===== config.mk =====
export PLATFORM = sky130hd
export DESIGN_NAME = etp_sideband
export DESIGN_NICKNAME = d
export VERILOG_FILES = /design/src/shared/etp_pkg.sv /design/src/shared/etp_fatal_if.sv /design/src/hdl/etp_fatal_seq.sv /design/src/hdl/etp_sideband.sv
export SDC_FILE = /design/constraint.sdc
export NUM_CORES = 1
export LEC_CHECK = 0
export BUFFER_PORTS_ARGS = -buffer_cell sky130_fd_sc_hd__buf_2
export CAP_MARGIN = 10
export CORE_UTILIZATION = 45
export CTS_BUF_LIST = sky130_fd_sc_hd__clkbuf_8
export DETAILED_ROUTE_END_ITERATION = 12
export GPL_TIMING_DRIVEN = 0
export HOLD_SLACK_MARGIN = 0.08
export PLACE_DENSITY_LB_ADDON = 0.2
export SLEW_MARGIN = 30
export SYNTH_ARGS = -nofsm -noshare
export SYNTH_HDL_FRONTEND = slang
export SYNTH_SLANG_ARGS = --single-unit
export TNS_END_PERCENT = 30

===== constraint.sdc =====
create_clock -name i_clk -period 2.59 [get_ports i_clk]
set_clock_uncertainty 0.2 [all_clocks]
set_input_delay 0.518 -clock i_clk [delete_from_list [all_inputs] [get_ports i_clk]]
set_output_delay 0.518 -clock i_clk [all_outputs]
set_load 0.05 [all_outputs]

===== src/shared/etp_pkg.sv =====
// Constants, state encodings and timing for the error and thermal sideband.
`default_nettype none

package etp_pkg;

  // ---------------------------------------------------------------------
  // Clock and timing
  // ---------------------------------------------------------------------
  localparam int unsigned CLK_PERIOD_NS      = 100;
  // Fatal error pulse length for a machine-check-class error, in cycles.
  localparam int unsigned FATAL_PULSE_CYCLES = 16;
  localparam logic [4:0]  FATAL_CNT_LAST     = 5'(FATAL_PULSE_CYCLES - 1);
  // Lead time of the low-current release before current may rise (3.3 us).
  localparam int unsigned RAISE_LEAD_NS      = 3300;
  localparam int unsigned RAISE_LEAD_CYCLES  =
    (RAISE_LEAD_NS + CLK_PERIOD_NS - 1) / CLK_PERIOD_NS;
  localparam logic [5:0]  RAISE_CNT_LAST     = 6'(RAISE_LEAD_CYCLES - 1);
  localparam logic [5:0]  RAISE_RUN_MAX      = 6'h3f;
  // Least time each low-current level stands, in base clock cycles.
  localparam int unsigned LOWCUR_MIN_CYCLES  = 1;
  localparam logic [1:0]  LOWCUR_MIN         = 2'(LOWCUR_MIN_CYCLES);
  localparam logic [1:0]  LOWCUR_HOLD_MAX    = 2'h3;

  // ---------------------------------------------------------------------
  // Reset values
  // ---------------------------------------------------------------------
  localparam logic [2:0]  SYNC_RST           = 3'h0;
  localparam logic        LOWCUR_OUT_N_RST   = 1'b1;
  localparam logic        FLAG_RST           = 1'b0;

  // ---------------------------------------------------------------------
  // State encodings
  // ---------------------------------------------------------------------
  typedef enum logic [2:0] {
    FE_IDLE  = 3'b001,
    FE_PULSE = 3'b010,
    FE_HOLD  = 3'b100
  } etp_fatal_st_t;

  typedef enum logic [2:0] {
    LC_IDLE  = 3'b001,
    LC_WAIT  = 3'b010,
    LC_GRANT = 3'b100
  } etp_lowcur_st_t;

endpackage : etp_pkg

`default_nettype wire


===== src/shared/etp_fatal_if.sv =====
// Carrier between the sideband top and the fatal error sequencer.
`default_nettype none

interface etp_fatal_if;
  logic machine_check_class_error;     // One-cycle event.
  logic internal_failure_class_error;  // One-cycle event.
  logic warm_reset;                    // One-cycle warm reset request.
  logic drive;                         // High while the pin is pulled low.
  logic hold;                          // High while latched until reset.

  modport ctrl (
    output machine_check_class_error,
    output internal_failure_class_error,
    output warm_reset,
    input  drive,
    input  hold
  );

  modport seq (
    input  machine_check_class_error,
    input  internal_failure_class_error,
    input  warm_reset,
    output drive,
    output hold
  );
endinterface : etp_fatal_if

`default_nettype wire


===== src/hdl/etp_fatal_seq.sv =====
// Fatal error sequencer: timed pulse or hold-until-reset on the error pin.
`default_nettype none

module etp_fatal_seq
  import etp_pkg::*;
(
  input wire logic  i_clk,   // Base clock.
  input wire logic  i_rst_n, // Internal synchronous reset, active low.
  etp_fatal_if.seq  fe       // Error events in, pin drive out.
);

  etp_fatal_st_t st_ff;
  etp_fatal_st_t nxt_st;
  logic [4:0]    cnt_ff;

  // -----------------------------------------------------------------------
  // State
  // -----------------------------------------------------------------------
  // An internal failure overrides a running pulse, and it also wins over a
  // warm reset in the same cycle so that the event is never lost.
  always_comb begin
    nxt_st = st_ff;
    unique case (st_ff)
      FE_IDLE: begin
        if (fe.internal_failure_class_error) begin
          nxt_st = FE_HOLD;
        end else if (fe.machine_check_class_error) begin
          nxt_st = FE_PULSE;
        end
      end
      FE_PULSE: begin
        if (fe.internal_failure_class_error) begin
          nxt_st = FE_HOLD;
        end else if (cnt_ff == FATAL_CNT_LAST) begin
          nxt_st = FE_IDLE;
        end
      end
      FE_HOLD: begin
        if (fe.warm_reset && !fe.internal_failure_class_error) begin
          nxt_st = FE_IDLE;
        end
      end
    endcase
  end

  always_ff @(posedge i_clk) begin
    if (!i_rst_n) begin
      st_ff <= FE_IDLE;
    end else begin
      st_ff <= nxt_st;
    end
  end

  // A machine check arriving during a pulse is merged into it.
  always_ff @(posedge i_clk) begin
    if (!i_rst_n) begin
      cnt_ff <= 5'h00;
    end else if (st_ff == FE_PULSE) begin
      cnt_ff <= cnt_ff + 5'h01;
    end else begin
      cnt_ff <= 5'h00;
    end
  end

  assign fe.drive = (st_ff != FE_IDLE);
  assign fe.hold  = (st_ff == FE_HOLD);
endmodule : etp_fatal_seq

`default_nettype wire


===== src/hdl/etp_sideband.sv =====
// Error, thermal and power-good sideband logic of the processor.
`default_nettype none

// What this block does
// - Pull the fatal error pin low on any unrecoverable machine check or internal error.
// - A machine-check-class error pulls the fatal error pin low for exactly 16 cycles.
// - An internal-failure-class error holds the fatal error pin low until warm or cold reset.
// - An outside agent pulling the fatal error pin low while the device is not driving it makes the device take a machine check.
// - Pull the thermal hot pin low while the sensor reports the maximum safe temperature.
// - An outside agent pulling the thermal hot pin low activates the throttle like a local overheat.
// - Assert the low-current status only while the worst-case core current is below 15 A.
// - Release the low-current status at least 3.3 us before current may exceed 15 A.
// - Each level of the low-current status stands for at least one base clock cycle.
// - Above the trip temperature, halt execution and assert the thermal shutdown output.
// - Raise the test port power-ok only when the test access port can be accessed.
module etp_sideband
  import etp_pkg::*;
(
  input  wire logic i_clk,                          // Base clock, 10 MHz.
  input  wire logic i_rst_n,                        // Cold reset, active low.
  input  wire logic i_core_supply_ok_0,             // Async core good 0.
  input  wire logic i_core_supply_ok_1,             // Async core good 1.
  input  wire logic i_io_supply_ok,                 // Async I/O good.
  input  wire logic i_warm_reset,                   // Warm reset pulse.
  input  wire logic i_machine_check_class_error,    // Internal MC event.
  input  wire logic i_internal_failure_class_error, // Internal fail event.
  input  wire logic i_fatal_error_n,                // Fatal pin level.
  output logic      o_fatal_error_n,                // Fatal pin drive value.
  output logic      o_fatal_error_oe,               // Fatal pin drive enable.
  output logic      o_machine_check_exception,      // Take machine check.
  input  wire logic i_temp_at_max,                  // Sensor at max temp.
  input  wire logic i_throttle_enable,              // Throttle unit enable.
  input  wire logic i_thermal_hot_n,                // Thermal hot pin level.
  output logic      o_thermal_hot_n,                // Hot pin drive value.
  output logic      o_thermal_hot_oe,               // Hot pin drive enable.
  output logic      o_throttle_active,              // Throttle unit on.
  input  wire logic i_max_current_low,              // Worst case below 15 A.
  input  wire logic i_current_raise_req,            // Wants to exceed 15 A.
  output logic      o_current_raise_grant,          // May now exceed 15 A.
  output logic      o_low_current_status_n,         // Low-current status.
  input  wire logic i_junction_over_trip,           // Above trip temp.
  output logic      o_thermal_shutdown_n,           // Thermal shutdown.
  output logic      o_halt_execution,               // Stop all execution.
  input  wire logic i_tap_ready,                    // Test port ready.
  output logic      o_test_port_power_ok            // Test port power-ok.
);

  // -----------------------------------------------------------------------
  // Supply-good synchronisers and internal reset
  // -----------------------------------------------------------------------
  // The platform is trusted to keep the supply inputs clean and ordered;
  // a violated order only shows as an early internal reset here.
  logic [2:0] sup_meta_ff;
  logic [2:0] sup_sync_ff;
  logic       supplies_ok;
  logic       rst_int_n;

  always_ff @(posedge i_clk) begin
    if (!i_rst_n) begin
      sup_meta_ff <= SYNC_RST;
      sup_sync_ff <= SYNC_RST;
    end else begin
      sup_meta_ff <= {i_io_supply_ok, i_core_supply_ok_1,
                      i_core_supply_ok_0};
      sup_sync_ff <= sup_meta_ff;
    end
  end

  // Any supply dropping counts as a cold reset for the whole block.
  assign supplies_ok = &sup_sync_ff;
  assign rst_int_n   = i_rst_n && supplies_ok;

  // -----------------------------------------------------------------------
  // Fatal error pin
  // -----------------------------------------------------------------------
  etp_fatal_if fe_if ();
  logic        ext_fatal_prev_ff;
  logic        mce_exc_ff;
  logic        ext_fatal;

  assign fe_if.machine_check_class_error    = i_machine_check_class_error;
  assign fe_if.internal_failure_class_error =
    i_internal_failure_class_error;
  assign fe_if.warm_reset                   = i_warm_reset;

  etp_fatal_seq u_fatal_seq (
    .i_clk   (i_clk),
    .i_rst_n (rst_int_n),
    .fe      (fe_if.seq)
  );

  // Open drain: the value is always low, only the enable moves.
  assign o_fatal_error_n  = 1'b0;
  assign o_fatal_error_oe = fe_if.drive;

  // Our own drive is not mistaken for an outside agent.
  assign ext_fatal = !i_fatal_error_n && !fe_if.drive;

  always_ff @(posedge i_clk) begin
    if (!rst_int_n) begin
      ext_fatal_prev_ff <= FLAG_RST;
      mce_exc_ff        <= FLAG_RST;
    end else begin
      ext_fatal_prev_ff <= ext_fatal;
      mce_exc_ff        <= ext_fatal && !ext_fatal_prev_ff;
    end
  end

  assign o_machine_check_exception = mce_exc_ff;

  // -----------------------------------------------------------------------
  // Thermal hot pin and throttle
  // -----------------------------------------------------------------------
  logic hot_drive_ff;
  logic throttle_ff;

  always_ff @(posedge i_clk) begin
    if (!rst_int_n) begin
      hot_drive_ff <= FLAG_RST;
    end else begin
      hot_drive_ff <= i_temp_at_max;
    end
  end

  always_ff @(posedge i_clk) begin
    if (!rst_int_n) begin
      throttle_ff <= FLAG_RST;
    end else begin
      throttle_ff <= i_throttle_enable &&
                     (i_temp_at_max ||
                      (!i_thermal_hot_n && !hot_drive_ff));
    end
  end

  assign o_thermal_hot_n   = 1'b0;
  assign o_thermal_hot_oe  = hot_drive_ff;
  assign o_throttle_active = throttle_ff;

  // -----------------------------------------------------------------------
  // Low-current status
  // -----------------------------------------------------------------------
  // A raise always waits out the full lead time from the release, even if
  // the status was already released; simpler, at a cost of latency.
  etp_lowcur_st_t lc_st_ff;
  etp_lowcur_st_t nxt_lc_st;
  logic [5:0]     lc_cnt_ff;
  logic [1:0]     lc_hold_ff;
  logic           lc_out_n_ff;
  logic           nxt_lc_out_n;
  logic           lc_grant_ff;
  logic           lc_change_ok;

  assign lc_change_ok = (lc_hold_ff >= LOWCUR_MIN);

  always_comb begin
    nxt_lc_st = lc_st_ff;
    unique case (lc_st_ff)
      LC_IDLE: begin
        if (i_current_raise_req) begin
          nxt_lc_st = LC_WAIT;
        end
      end
      LC_WAIT: begin
        if (!i_current_raise_req) begin
          nxt_lc_st = LC_IDLE;
        end else if (lc_out_n_ff && lc_cnt_ff == RAISE_CNT_LAST) begin
          nxt_lc_st = LC_GRANT;
        end
      end
      LC_GRANT: begin
        if (!i_current_raise_req) begin
          nxt_lc_st = LC_IDLE;
        end
      end
    endcase
  end

  always_comb begin
    nxt_lc_out_n = 1'b1;
    if (nxt_lc_st == LC_IDLE) begin
      nxt_lc_out_n = !i_max_current_low;
    end
  end

  always_ff @(posedge i_clk) begin
    if (!rst_int_n) begin
      lc_st_ff <= LC_IDLE;
    end else begin
      lc_st_ff <= nxt_lc_st;
    end
  end

  // The lead count runs only once the release is really on the pin.
  always_ff @(posedge i_clk) begin
    if (!rst_int_n) begin
      lc_cnt_ff <= 6'h00;
    end else if (lc_st_ff == LC_WAIT && lc_out_n_ff) begin
      lc_cnt_ff <= lc_cnt_ff + 6'h01;
    end else begin
      lc_cnt_ff <= 6'h00;
    end
  end

  always_ff @(posedge i_clk) begin
    if (!rst_int_n) begin
      lc_out_n_ff <= LOWCUR_OUT_N_RST;
      lc_hold_ff  <= LOWCUR_MIN;
    end else if (lc_change_ok && nxt_lc_out_n != lc_out_n_ff) begin
      lc_out_n_ff <= nxt_lc_out_n;
      lc_hold_ff  <= 2'h1;
    end else if (lc_hold_ff != LOWCUR_HOLD_MAX) begin
      lc_hold_ff  <= lc_hold_ff + 2'h1;
    end
  end

  always_ff @(posedge i_clk) begin
    if (!rst_int_n) begin
      lc_grant_ff <= FLAG_RST;
    end else begin
      lc_grant_ff <= (nxt_lc_st == LC_GRANT);
    end
  end

  assign o_low_current_status_n = lc_out_n_ff;
  assign o_current_raise_grant  = lc_grant_ff;

  // -----------------------------------------------------------------------
  // Thermal trip and test port power-ok
  // -----------------------------------------------------------------------
  // The trip stays latched until a cold reset or a supply drop.
  logic trip_ff;
  logic tap_ok_ff;

  always_ff @(posedge i_clk) begin
    if (!rst_int_n) begin
      trip_ff <= FLAG_RST;
    end else begin
      trip_ff <= trip_ff || i_junction_over_trip;
    end
  end

  always_ff @(posedge i_clk) begin
    if (!rst_int_n) begin
      tap_ok_ff <= FLAG_RST;
    end else begin
      tap_ok_ff <= i_tap_ready;
    end
  end

  assign o_thermal_shutdown_n = !trip_ff;
  assign o_halt_execution     = trip_ff;
  assign o_test_port_power_ok = tap_ok_ff;

  // -----------------------------------------------------------------------
  // Checks
  // -----------------------------------------------------------------------
  logic [5:0] lc_high_run_ff;

  always_ff @(posedge i_clk) begin
    if (!rst_int_n || !lc_out_n_ff) begin
      lc_high_run_ff <= 6'h00;
    end else if (lc_high_run_ff != RAISE_RUN_MAX) begin
      lc_high_run_ff <= lc_high_run_ff + 6'h01;
    end
  end
endmodule : etp_sideband

`default_nettype wire


Word level (Yosys, flattened, before mapping). Cells that the tools add are included. Widths: inputs -> output; s select.

Bits in registers: 33. Bits in latches: 0. Memory bits (writable): 0. Memory bits (read-only): 0. Logic and storage cells: 72. Memories kept: 0.

Add/subtract/negate cells: 3. $mul: 0. Divide/modulo/power cells: 0. Order comparisons: 1. Eq/ne operators: 16. Shifts and indexed selects: 0. Muxes and demuxes: 12. Bitwise logic cells: 1. Reduce and logical (&&, ||, !) cells: 24.

Operator list (count): $mux 3 (9); $pmux 3 s3 (2); $eq 3x1->1 const B (3); $eq 3x3->1 const B (3); $logic_and 1x1->1 (9); $logic_not 1->1 (8); $add 6x1->6 const B (1); $eq 3x2->1 const B (2); $eq 6x6->1 const B (1); $reduce_and 3->1 (2); $add 5x1->5 const B (1); $eq 5x4->1 const B (1); $reduce_and 2->1 (2); $ne 3x1->1 const B (1); $ne 3x2->1 const B (1); $ne 3x3->1 const B (1); $add 2x1->2 const B (1); $ge 2x1->1 const B (1); $logic_or 1x1->1 (2); $ne 2x1->1 const B (1); $ne 2x2->1 const B (1); $reduce_or 2->1 (1); $mux 1 (1); $ne 1x1->1 (1); $not 1->1 (1).

Depth between registers and ports, before layout. Gate-level depths: netlist of run 1.

Word-level depth: 10. Gate-level depth with buffers: 7. Gate-level depth less buffers: 7.

By module. Synthesis of run 1 repeated with hierarchy kept, for this count alone.

Cell total of the unflattened synthesis: 130. Area total of the unflattened synthesis: 1292.5 µm².

Modules (own cells, without submodules): etp_sideband (instances 1, cells each 95, area each 953.4 µm²); etp_fatal_seq (instances 1, cells each 35, area each 339.1 µm²).

Worst setup path before layout of run 1. No wires, ideal clock.

Path type: reg2reg. Start: register u_fatal_seq.cnt_ff[0]. End: register u_fatal_seq.st_ff[0]. Arrival: 1.478 ns. Required time: 2.245 ns. Path slack: 0.768 ns. Cell stages (with the launch flop): 8. Buffers on the path: 0. Path through: dfxtp_1 -> ha_1 -> and3_1 -> ha_1 -> nor3b_1 -> a21oi_1 -> o31ai_1 -> o311ai_0.

Cells in the longest elaborated chain, start to end: 3.

Ends and longest elaborated chain: from (decl) (line etp_fatal_seq.sv:14) `logic [4:0] cnt_ff;`; from (signal assigned) (line etp_fatal_seq.sv:59) `cnt_ff <= cnt_ff + 5'h01;`; $eq 5x4->1 (line etp_fatal_seq.sv:34) `end else if (cnt_ff == FATAL_CNT_LAST) begin`; $ne 3x2->1 (no line); $reduce_and 3->1 (no line); to (signal assigned) (line etp_fatal_seq.sv:50) `st_ff <= nxt_st;`; to (decl) (line etp_fatal_seq.sv:12) `etp_fatal_st_t st_ff;`.

Every way passes these cells. A chain may end at the register's enable or synchronous reset.

Worst setup path in the final report of run 1. Same ends and word-level chain as after synthesis.

==> flow_metrics.env, run 1 <==
export IMPL_synth_cell_types=37
export IMPL_p_leak_nw=0.685
export IMPL_ant_nets=0
export IMPL_synthXorXnorAreaFrac_pct=6.60
export IMPL_drv_slew=0
export IMPL_track_usage_pct=16.8
export IMPL_drc=0
export IMPL_hold_start="ext_fatal_prev_ff$_SDFF_PN0_"
export IMPL_dp_cells=191
export IMPL_start_kind="flop"
export IMPL_netlist_instances=135
export IMPL_yosysSeqAreaShare_pct=49.8
export IMPL_layout_nets=189
export IMPL_clk_latency_ns=0.28
export IMPL_met2_wirelength_mm=1.15
export IMPL_wl_met1_mm=1.01
export IMPL_clkTransAtPathRegs_ns=0.06
export IMPL_drtPass1Iterations=4
export IMPL_synth_seq_cells=33
export IMPL_root_buffer="clkbuf_8"
export IMPL_cts_hold_buf=0
export IMPL_synthTopCellsByArea="dfxtp_1, nor2_1, ha_1"
export IMPL_grt_pass1_vias=1019
export IMPL_nFillCells=270
export IMPL_core_area_sq_mm=0.00278
export IMPL_stdcell_count=198
export IMPL_wl_met3_um=93
export IMPL_peakVddDrop_v=0.000463
export IMPL_wl_per_cell_um=11.6
export IMPL_hold_violations=0
export IMPL_crit_start="u_fatal_seq.cnt_ff[0]$_SDFF_PN0_"
export IMPL_synth_compound_area_share_pct=8.11
export IMPL_dp_hpwl_mm=1.67
export IMPL_hp_class="flop to flop"
export IMPL_synthDominantCellAreaShare_pct=49.8
export IMPL_totalWireLength_mm=2.30
export IMPL_setup_viol=0
export IMPL_drtIter0Drc=35
export IMPL_initial_core_util_pct=47.7
export IMPL_status="complete, no violations"
export IMPL_h_tree_depth=2
export IMPL_syn_cell_area_sq_mm=0.00133
export IMPL_cts_tree="built"
export IMPL_synth_top_family_by_area="simple AND/OR/NAND/NOR gates"
export IMPL_worst_setup_path_type="flop to flop"
export IMPL_io_buffers=24
export IMPL_ios=27
export IMPL_synth_avg_cell_area_sq_um=9.83
export IMPL_numCtsBuffers=5
export IMPL_cp_max_fo=3
export IMPL_post_cts_resized=0
export IMPL_period_needed_ns=2.09
export IMPL_maxCapViolCount=0
export IMPL_rows=19
export IMPL_vias_per_cell=5.03
export IMPL_grt_remaining_overflow=0
export IMPL_yosys_area_share_simple_pct=24.5
export IMPL_post_place_ws_ns=0.523
export IMPL_drive_above_1_share_pct=26.3
export IMPL_grt_max_degree=11
export IMPL_finalCritPeriodShare_pct=80.5
export IMPL_rsz0062_at_grt="no"
export IMPL_power_density_mw_per_mm2=587
export IMPL_yosys_warnings=0
export IMPL_synth_mux_area_share_pct=0.754
export IMPL_cts_sinks=33
export IMPL_place_gp_congestion=0.725
export IMPL_r2r_start="u_fatal_seq.cnt_ff[0]$_SDFF_PN0_"
export IMPL_antenna_found_initial=0
export IMPL_synth_top_area_cell="dfxtp_1"
export IMPL_clockBufferDepth=2
export IMPL_crit_arrival_ns=2.01
export IMPL_fmax_ghz=0.479
export IMPL_die_area_sq_mm=0.00317
export IMPL_fin_ws_ns=0.504
export IMPL_crit_path_end_kind="flop"
export IMPL_tns_ns=0
export IMPL_die_h_um=56.3
export IMPL_grt_pass1_wl_mm=4.00
export IMPL_vias=996
export IMPL_cp_required_ns=2.51
export IMPL_power_uw=926
export IMPL_highest_layer="met4"
export IMPL_diodes=0
export IMPL_whs_ns=0.195
export IMPL_area_delta_synth_final_pct=18.8
export IMPL_synthAdderAreaFrac_pct=5.66
export IMPL_die_w_um=56.3
export IMPL_postCtsSetupRepairBufs=0
==> metrics by stage <==
| step | util, % | cell area, sq um |
|---|---|---|
| 5_1_grt | 56.7 | 1580 |
| 3_3_place_gp | 53.6 | 1490 |
| 2_1_floorplan | - | 1330 |
| 4_1_cts | 56.7 | 1580 |
| 3_5_place_dp | 53.6 | 1490 |
| 6_report | 56.7 | 1580 |
==> worst max-delay path, cell delays in order, from the launching register on <==
cell and delay (ns):
dfxtp_1 0.34, ha_1 0.24, and3_1 0.16, ha_1 0.22, nor3b_1 0.21, a21oi_1 0.06
o31ai_1 0.32, o311ai_0 0.18
==> where the power goes <==
part	total [mW]	leakage, nW	internal [mW]	switching [mW]
logic	0.0348	0.369	0.0172	0.0175
clock network	0.377	0.0485	0.207	0.170
registers	0.514	0.267	0.512	0.00237
==> final timing paths <==
path	end	depth (start not counted)	slack [ns]
worst max-delay path	u_fatal_seq.st_ff[0]$_SDFFE_PN1P_	7	0.50
worst min-delay path	o_machine_check_exception$_SDFF_PN0_	1	0.20
worst max register to register	u_fatal_seq.st_ff[0]$_SDFFE_PN1P_	7	0.50
worst min register to register	o_machine_check_exception$_SDFF_PN0_	1	0.20
==> routing by layer <==
metal	vias up	GRT usage, %
li1	507	-
met3	7	4.84
met1	459	18.0
met5	-	0
met4	0	11.1
met2	23	28.7
==> registers in the layout, indices dropped and copies added, names as in the netlist <==
name / count
lc_cnt_ff: 6
u_fatal_seq.cnt_ff: 5
lc_st_ff: 3
sup_meta_ff: 3
sup_sync_ff: 3
u_fatal_seq.st_ff: 3
lc_hold_ff: 2
ext_fatal_prev_ff: 1
o_current_raise_grant: 1
o_halt_execution: 1
o_low_current_status_n: 1
o_machine_check_exception: 1
o_test_port_power_ok: 1
o_thermal_hot_oe: 1
o_throttle_active: 1
==> layout by cell type, fill, tap and decap left out, drive strengths merged, types with 2 or more instances in the layout <==
| cell | instances |
|---|---|
| xor2 | 6 |
| ha | 6 |
| buf | 27 |
| nor2 | 25 |
| and3 | 2 |
| nor4b | 4 |
| dfxtp | 33 |
| and2 | 8 |
| nand2 | 3 |
| clkbuf | 8 |
| o21ai | 5 |
| nor2b | 3 |
| inv | 9 |
| nand3 | 3 |
| conb | 2 |
| xnor2 | 4 |
==> area by class of cell <==
type | instances | area, sq um | area share [%]
Sequential cell | 33 | 661 | 41.9
Multi-Input combinational cell | 90 | 613 | 38.9
Timing Repair Buffer | 24 | 120 | 7.62
Clock buffer | 6 | 82.6 | 5.24
Tap cell | 31 | 38.8 | 2.46
Inverter | 8 | 30.0 | 1.90
Buffer | 5 | 27.5 | 1.75
Clock inverter | 1 | 3.75 | 0.238
==> cell families (layout without fill, tap and decap cells) <==
| family | after synthesis | in the layout |
|---|---|---|
| buf+inv | 13 | 44 |
| other cells | 1 | 2 |
| xor+xnor | 10 | 10 |
| flops | 33 | 33 |
| compound gates | 14 | 14 |
| fa+ha+maj | 6 | 6 |
| simple gates | 57 | 57 |
| mux | 1 | 1 |
==> synthesized netlist by cell type, drive strengths merged <==
master,count
o221a,1
and2,8
o211a,1
and3,2
a21oi,1
conb,1
nand4,1
nor2b,3
dfxtp,33
or2,1
o31ai,1
ha,6
clkbuf,2
or3,1
xor2,6
nor4b,4
o311ai,1
inv,8
nor3,1
nor3b,1
xnor2,4
nor2,25
o32ai,1
and3b,1
a32oi,1
nand3,3
o211ai,1
o21ai,5
or4b,1
nand2,3
buf,3
and4,1
nor4,1
mux2i,1
o21a,1
Note: power is estimated with default switching activity, not from simulation.
==> inputs of run 2 (changes only) <==
clock period = 1.8 ns   (was 2.59 ns; I/O delays follow)
==> flow_metrics.env, run 2 (synthesized netlist as in run 1, its figures left out) <==
export IMPL_status="complete, no violations"
export IMPL_clockBufferDepth=2
export IMPL_pwr_share_clk_pct=39.7
export IMPL_finalCritPeriodShare_pct=99.3
export IMPL_core_area_sq_mm=0.00278
export IMPL_cp_max_fo=2
export IMPL_diodes=0
export IMPL_numCtsBuffers=5
export IMPL_fmax_ghz=0.559
export IMPL_drtIter0Drc=20
export IMPL_clk_latency_ns=0.28
export IMPL_layout_common_cells="dfxtp_1, nor2_1, buf_2"
export IMPL_period_needed_ns=1.79
export IMPL_largest_register_ffs=6
export IMPL_grt_pass1_wl_mm=4.37
export IMPL_dp_hpwl_mm=1.70
export IMPL_drv_slew=0
export IMPL_initial_core_util_pct=47.7
export IMPL_hold_violations=0
export IMPL_worst_setup_path_type="flop to flop"
export IMPL_crit_buf_inv=0
export IMPL_grt_pass1_vias=1008
export IMPL_wl_per_cell_um=12.1
export IMPL_internal_power_mw=1.03
export IMPL_crit_arrival_ns=1.73
export IMPL_drive_above_1_share_pct=32.0
export IMPL_grt_max_degree=11
export IMPL_vias=1005
export IMPL_setup_viol=0
export IMPL_power_density_mw_per_mm2=795
export IMPL_clkTransAtPathRegs_ns=0.06
export IMPL_die_area_sq_mm=0.00317
export IMPL_p_comb_share_pct=4.3
export IMPL_area_delta_synth_final_pct=25.0
export IMPL_h_tree_depth=2
export IMPL_crit_path_end_kind="flop"
export IMPL_hp_class="input port to flop"
export IMPL_reg_top3="lc_cnt_ff (6), u_fatal_seq.cnt_ff (5)"
export IMPL_seq_power_share_pct=56.1
export IMPL_p_leak_nw=0.702
export IMPL_die_h_um=56.3
export IMPL_cp_required_ns=1.74
export IMPL_switchingPower_uw=293
export IMPL_cts_sinks=33
export IMPL_p_sw_share_pct=22.2
export IMPL_cpPeakStageDelay_ns=0.34
export IMPL_drc=0
export IMPL_cts_tree="built"
export IMPL_vias_per_cell=4.95
export IMPL_ios=27
export IMPL_io_buffers=24
export IMPL_crit_start="u_fatal_seq.cnt_ff[1]$_SDFF_PN0_"
export IMPL_antenna_found_initial=0
export IMPL_start_kind="flop"
export IMPL_critPathTopFamily="compound AO/OA/AOI/OAI gates"
export IMPL_peakVddDrop_v=0.000686
export IMPL_place_gp_congestion=0.687
export IMPL_track_usage_pct=18.6
export IMPL_crit_slowest_cell="dfxtp_2"
export IMPL_r2r_start="u_fatal_seq.cnt_ff[1]$_SDFF_PN0_"
export IMPL_root_buffer="clkbuf_8"
export IMPL_maxCapViolCount=0
export IMPL_totalWireLength_mm=2.46
export IMPL_drtPass1Iterations=4
export IMPL_grt_remaining_overflow=0
export IMPL_mostFrequentLayoutCell="dfxtp_1"
export IMPL_rows=19
export IMPL_layout_nets=193
export IMPL_whs_ns=0.0888
export IMPL_regMostFlops="lc_cnt_ff"
export IMPL_ant_nets=0
export IMPL_rsz0062_at_grt="yes"
export IMPL_hold_start="i_temp_at_max"
export IMPL_power_mw=1.32
export IMPL_nFillCells=245
export IMPL_die_w_um=56.3
export IMPL_crit_chain="ha_4 > and3_4 > ha_4 > nor3b_2 > a21oi_1 > o31ai_2 > o311ai_1"
export IMPL_crit_top_cell="ha_4"
[run 2: area by class of cell]
class | count | area (sq um) | share of cell area [%]
sequential | 33 | 663 | 40.0
multi-input combinational | 90 | 659 | 39.7
timing repair buffer | 28 | 158 | 9.50
clock buffer | 5 | 68.8 | 4.15
tap | 31 | 38.8 | 2.34
inverter | 8 | 30.0 | 1.81
buffer | 5 | 27.5 | 1.66
clock inverter | 3 | 13.8 | 0.830
[run 2: power by group through the flow]
stage | registers, mW | logic, mW | clock network [mW]
global route | 0.740 | 0.0619 | 0.571
detailed placement | 0.756 | 0.0528 | 0
floorplan | 0.756 | 0.0291 | 0
finish | 0.740 | 0.0562 | 0.523
global placement | 0.756 | 0.0502 | 0
CTS | 0.740 | 0.0564 | 0.539
[run 2: repair_timing]
item | in CTS | in global routing
resized for setup | 7 | 3
buffers inserted | 2 | 0
setup endpoints to repair | 2 | 4
pin swaps | 4 | 4
cloned | 0 | 0
hold buffers | 2 | 0
endpoints found under the hold margin | 3 | 0
[run 2: metrics by stage]
step	instances	worst slack [ns]	util (%)	setup TNS, ns	area [sq um]
2_1_floorplan	136	0.00578	-	0	1340
3_3_place_gp	191	-0.0764	53.8	-0.141	1500
3_5_place_dp	191	-0.146	53.8	-0.290	1500
4_1_cts	203	0.00404	59.0	0	1640
5_1_grt	203	-0.0561	59.6	-0.121	1660
6_report	203	0.0120	59.6	0	1660
[run 2: worst paths after layout]
check	to	slack (ns)	cells after the start
worst max-delay path	u_fatal_seq.st_ff[0]$_SDFFE_PN1P_	0.01	7
worst min-delay path	o_thermal_hot_oe$_SDFF_PN0_	0.09	2
worst max register to register	u_fatal_seq.st_ff[0]$_SDFFE_PN1P_	0.01	7
worst min register to register	o_machine_check_exception$_SDFF_PN0_	0.20	1
[run 2: routing by layer]
| metal | global-route usage, % | part of all wire, % | vias up |
|---|---|---|---|
| li1 | - | - | 522 |
| met1 | 20.0 | 42 | 457 |
| met2 | 31.5 | 51 | 22 |
| met3 | 6.91 | 4.9 | 4 |
| met4 | 10.1 | 1.7 | 0 |
| met5 | 0 | 0 | - |
[run 2: worst reg2reg max path, cell delays in order (launching register included)]
cell      delay, ns
dfxtp_2        0.34
ha_4           0.16
and3_4         0.15
ha_4           0.16
nor3b_2        0.16
a21oi_1        0.07
o31ai_2        0.30
o311ai_1       0.11
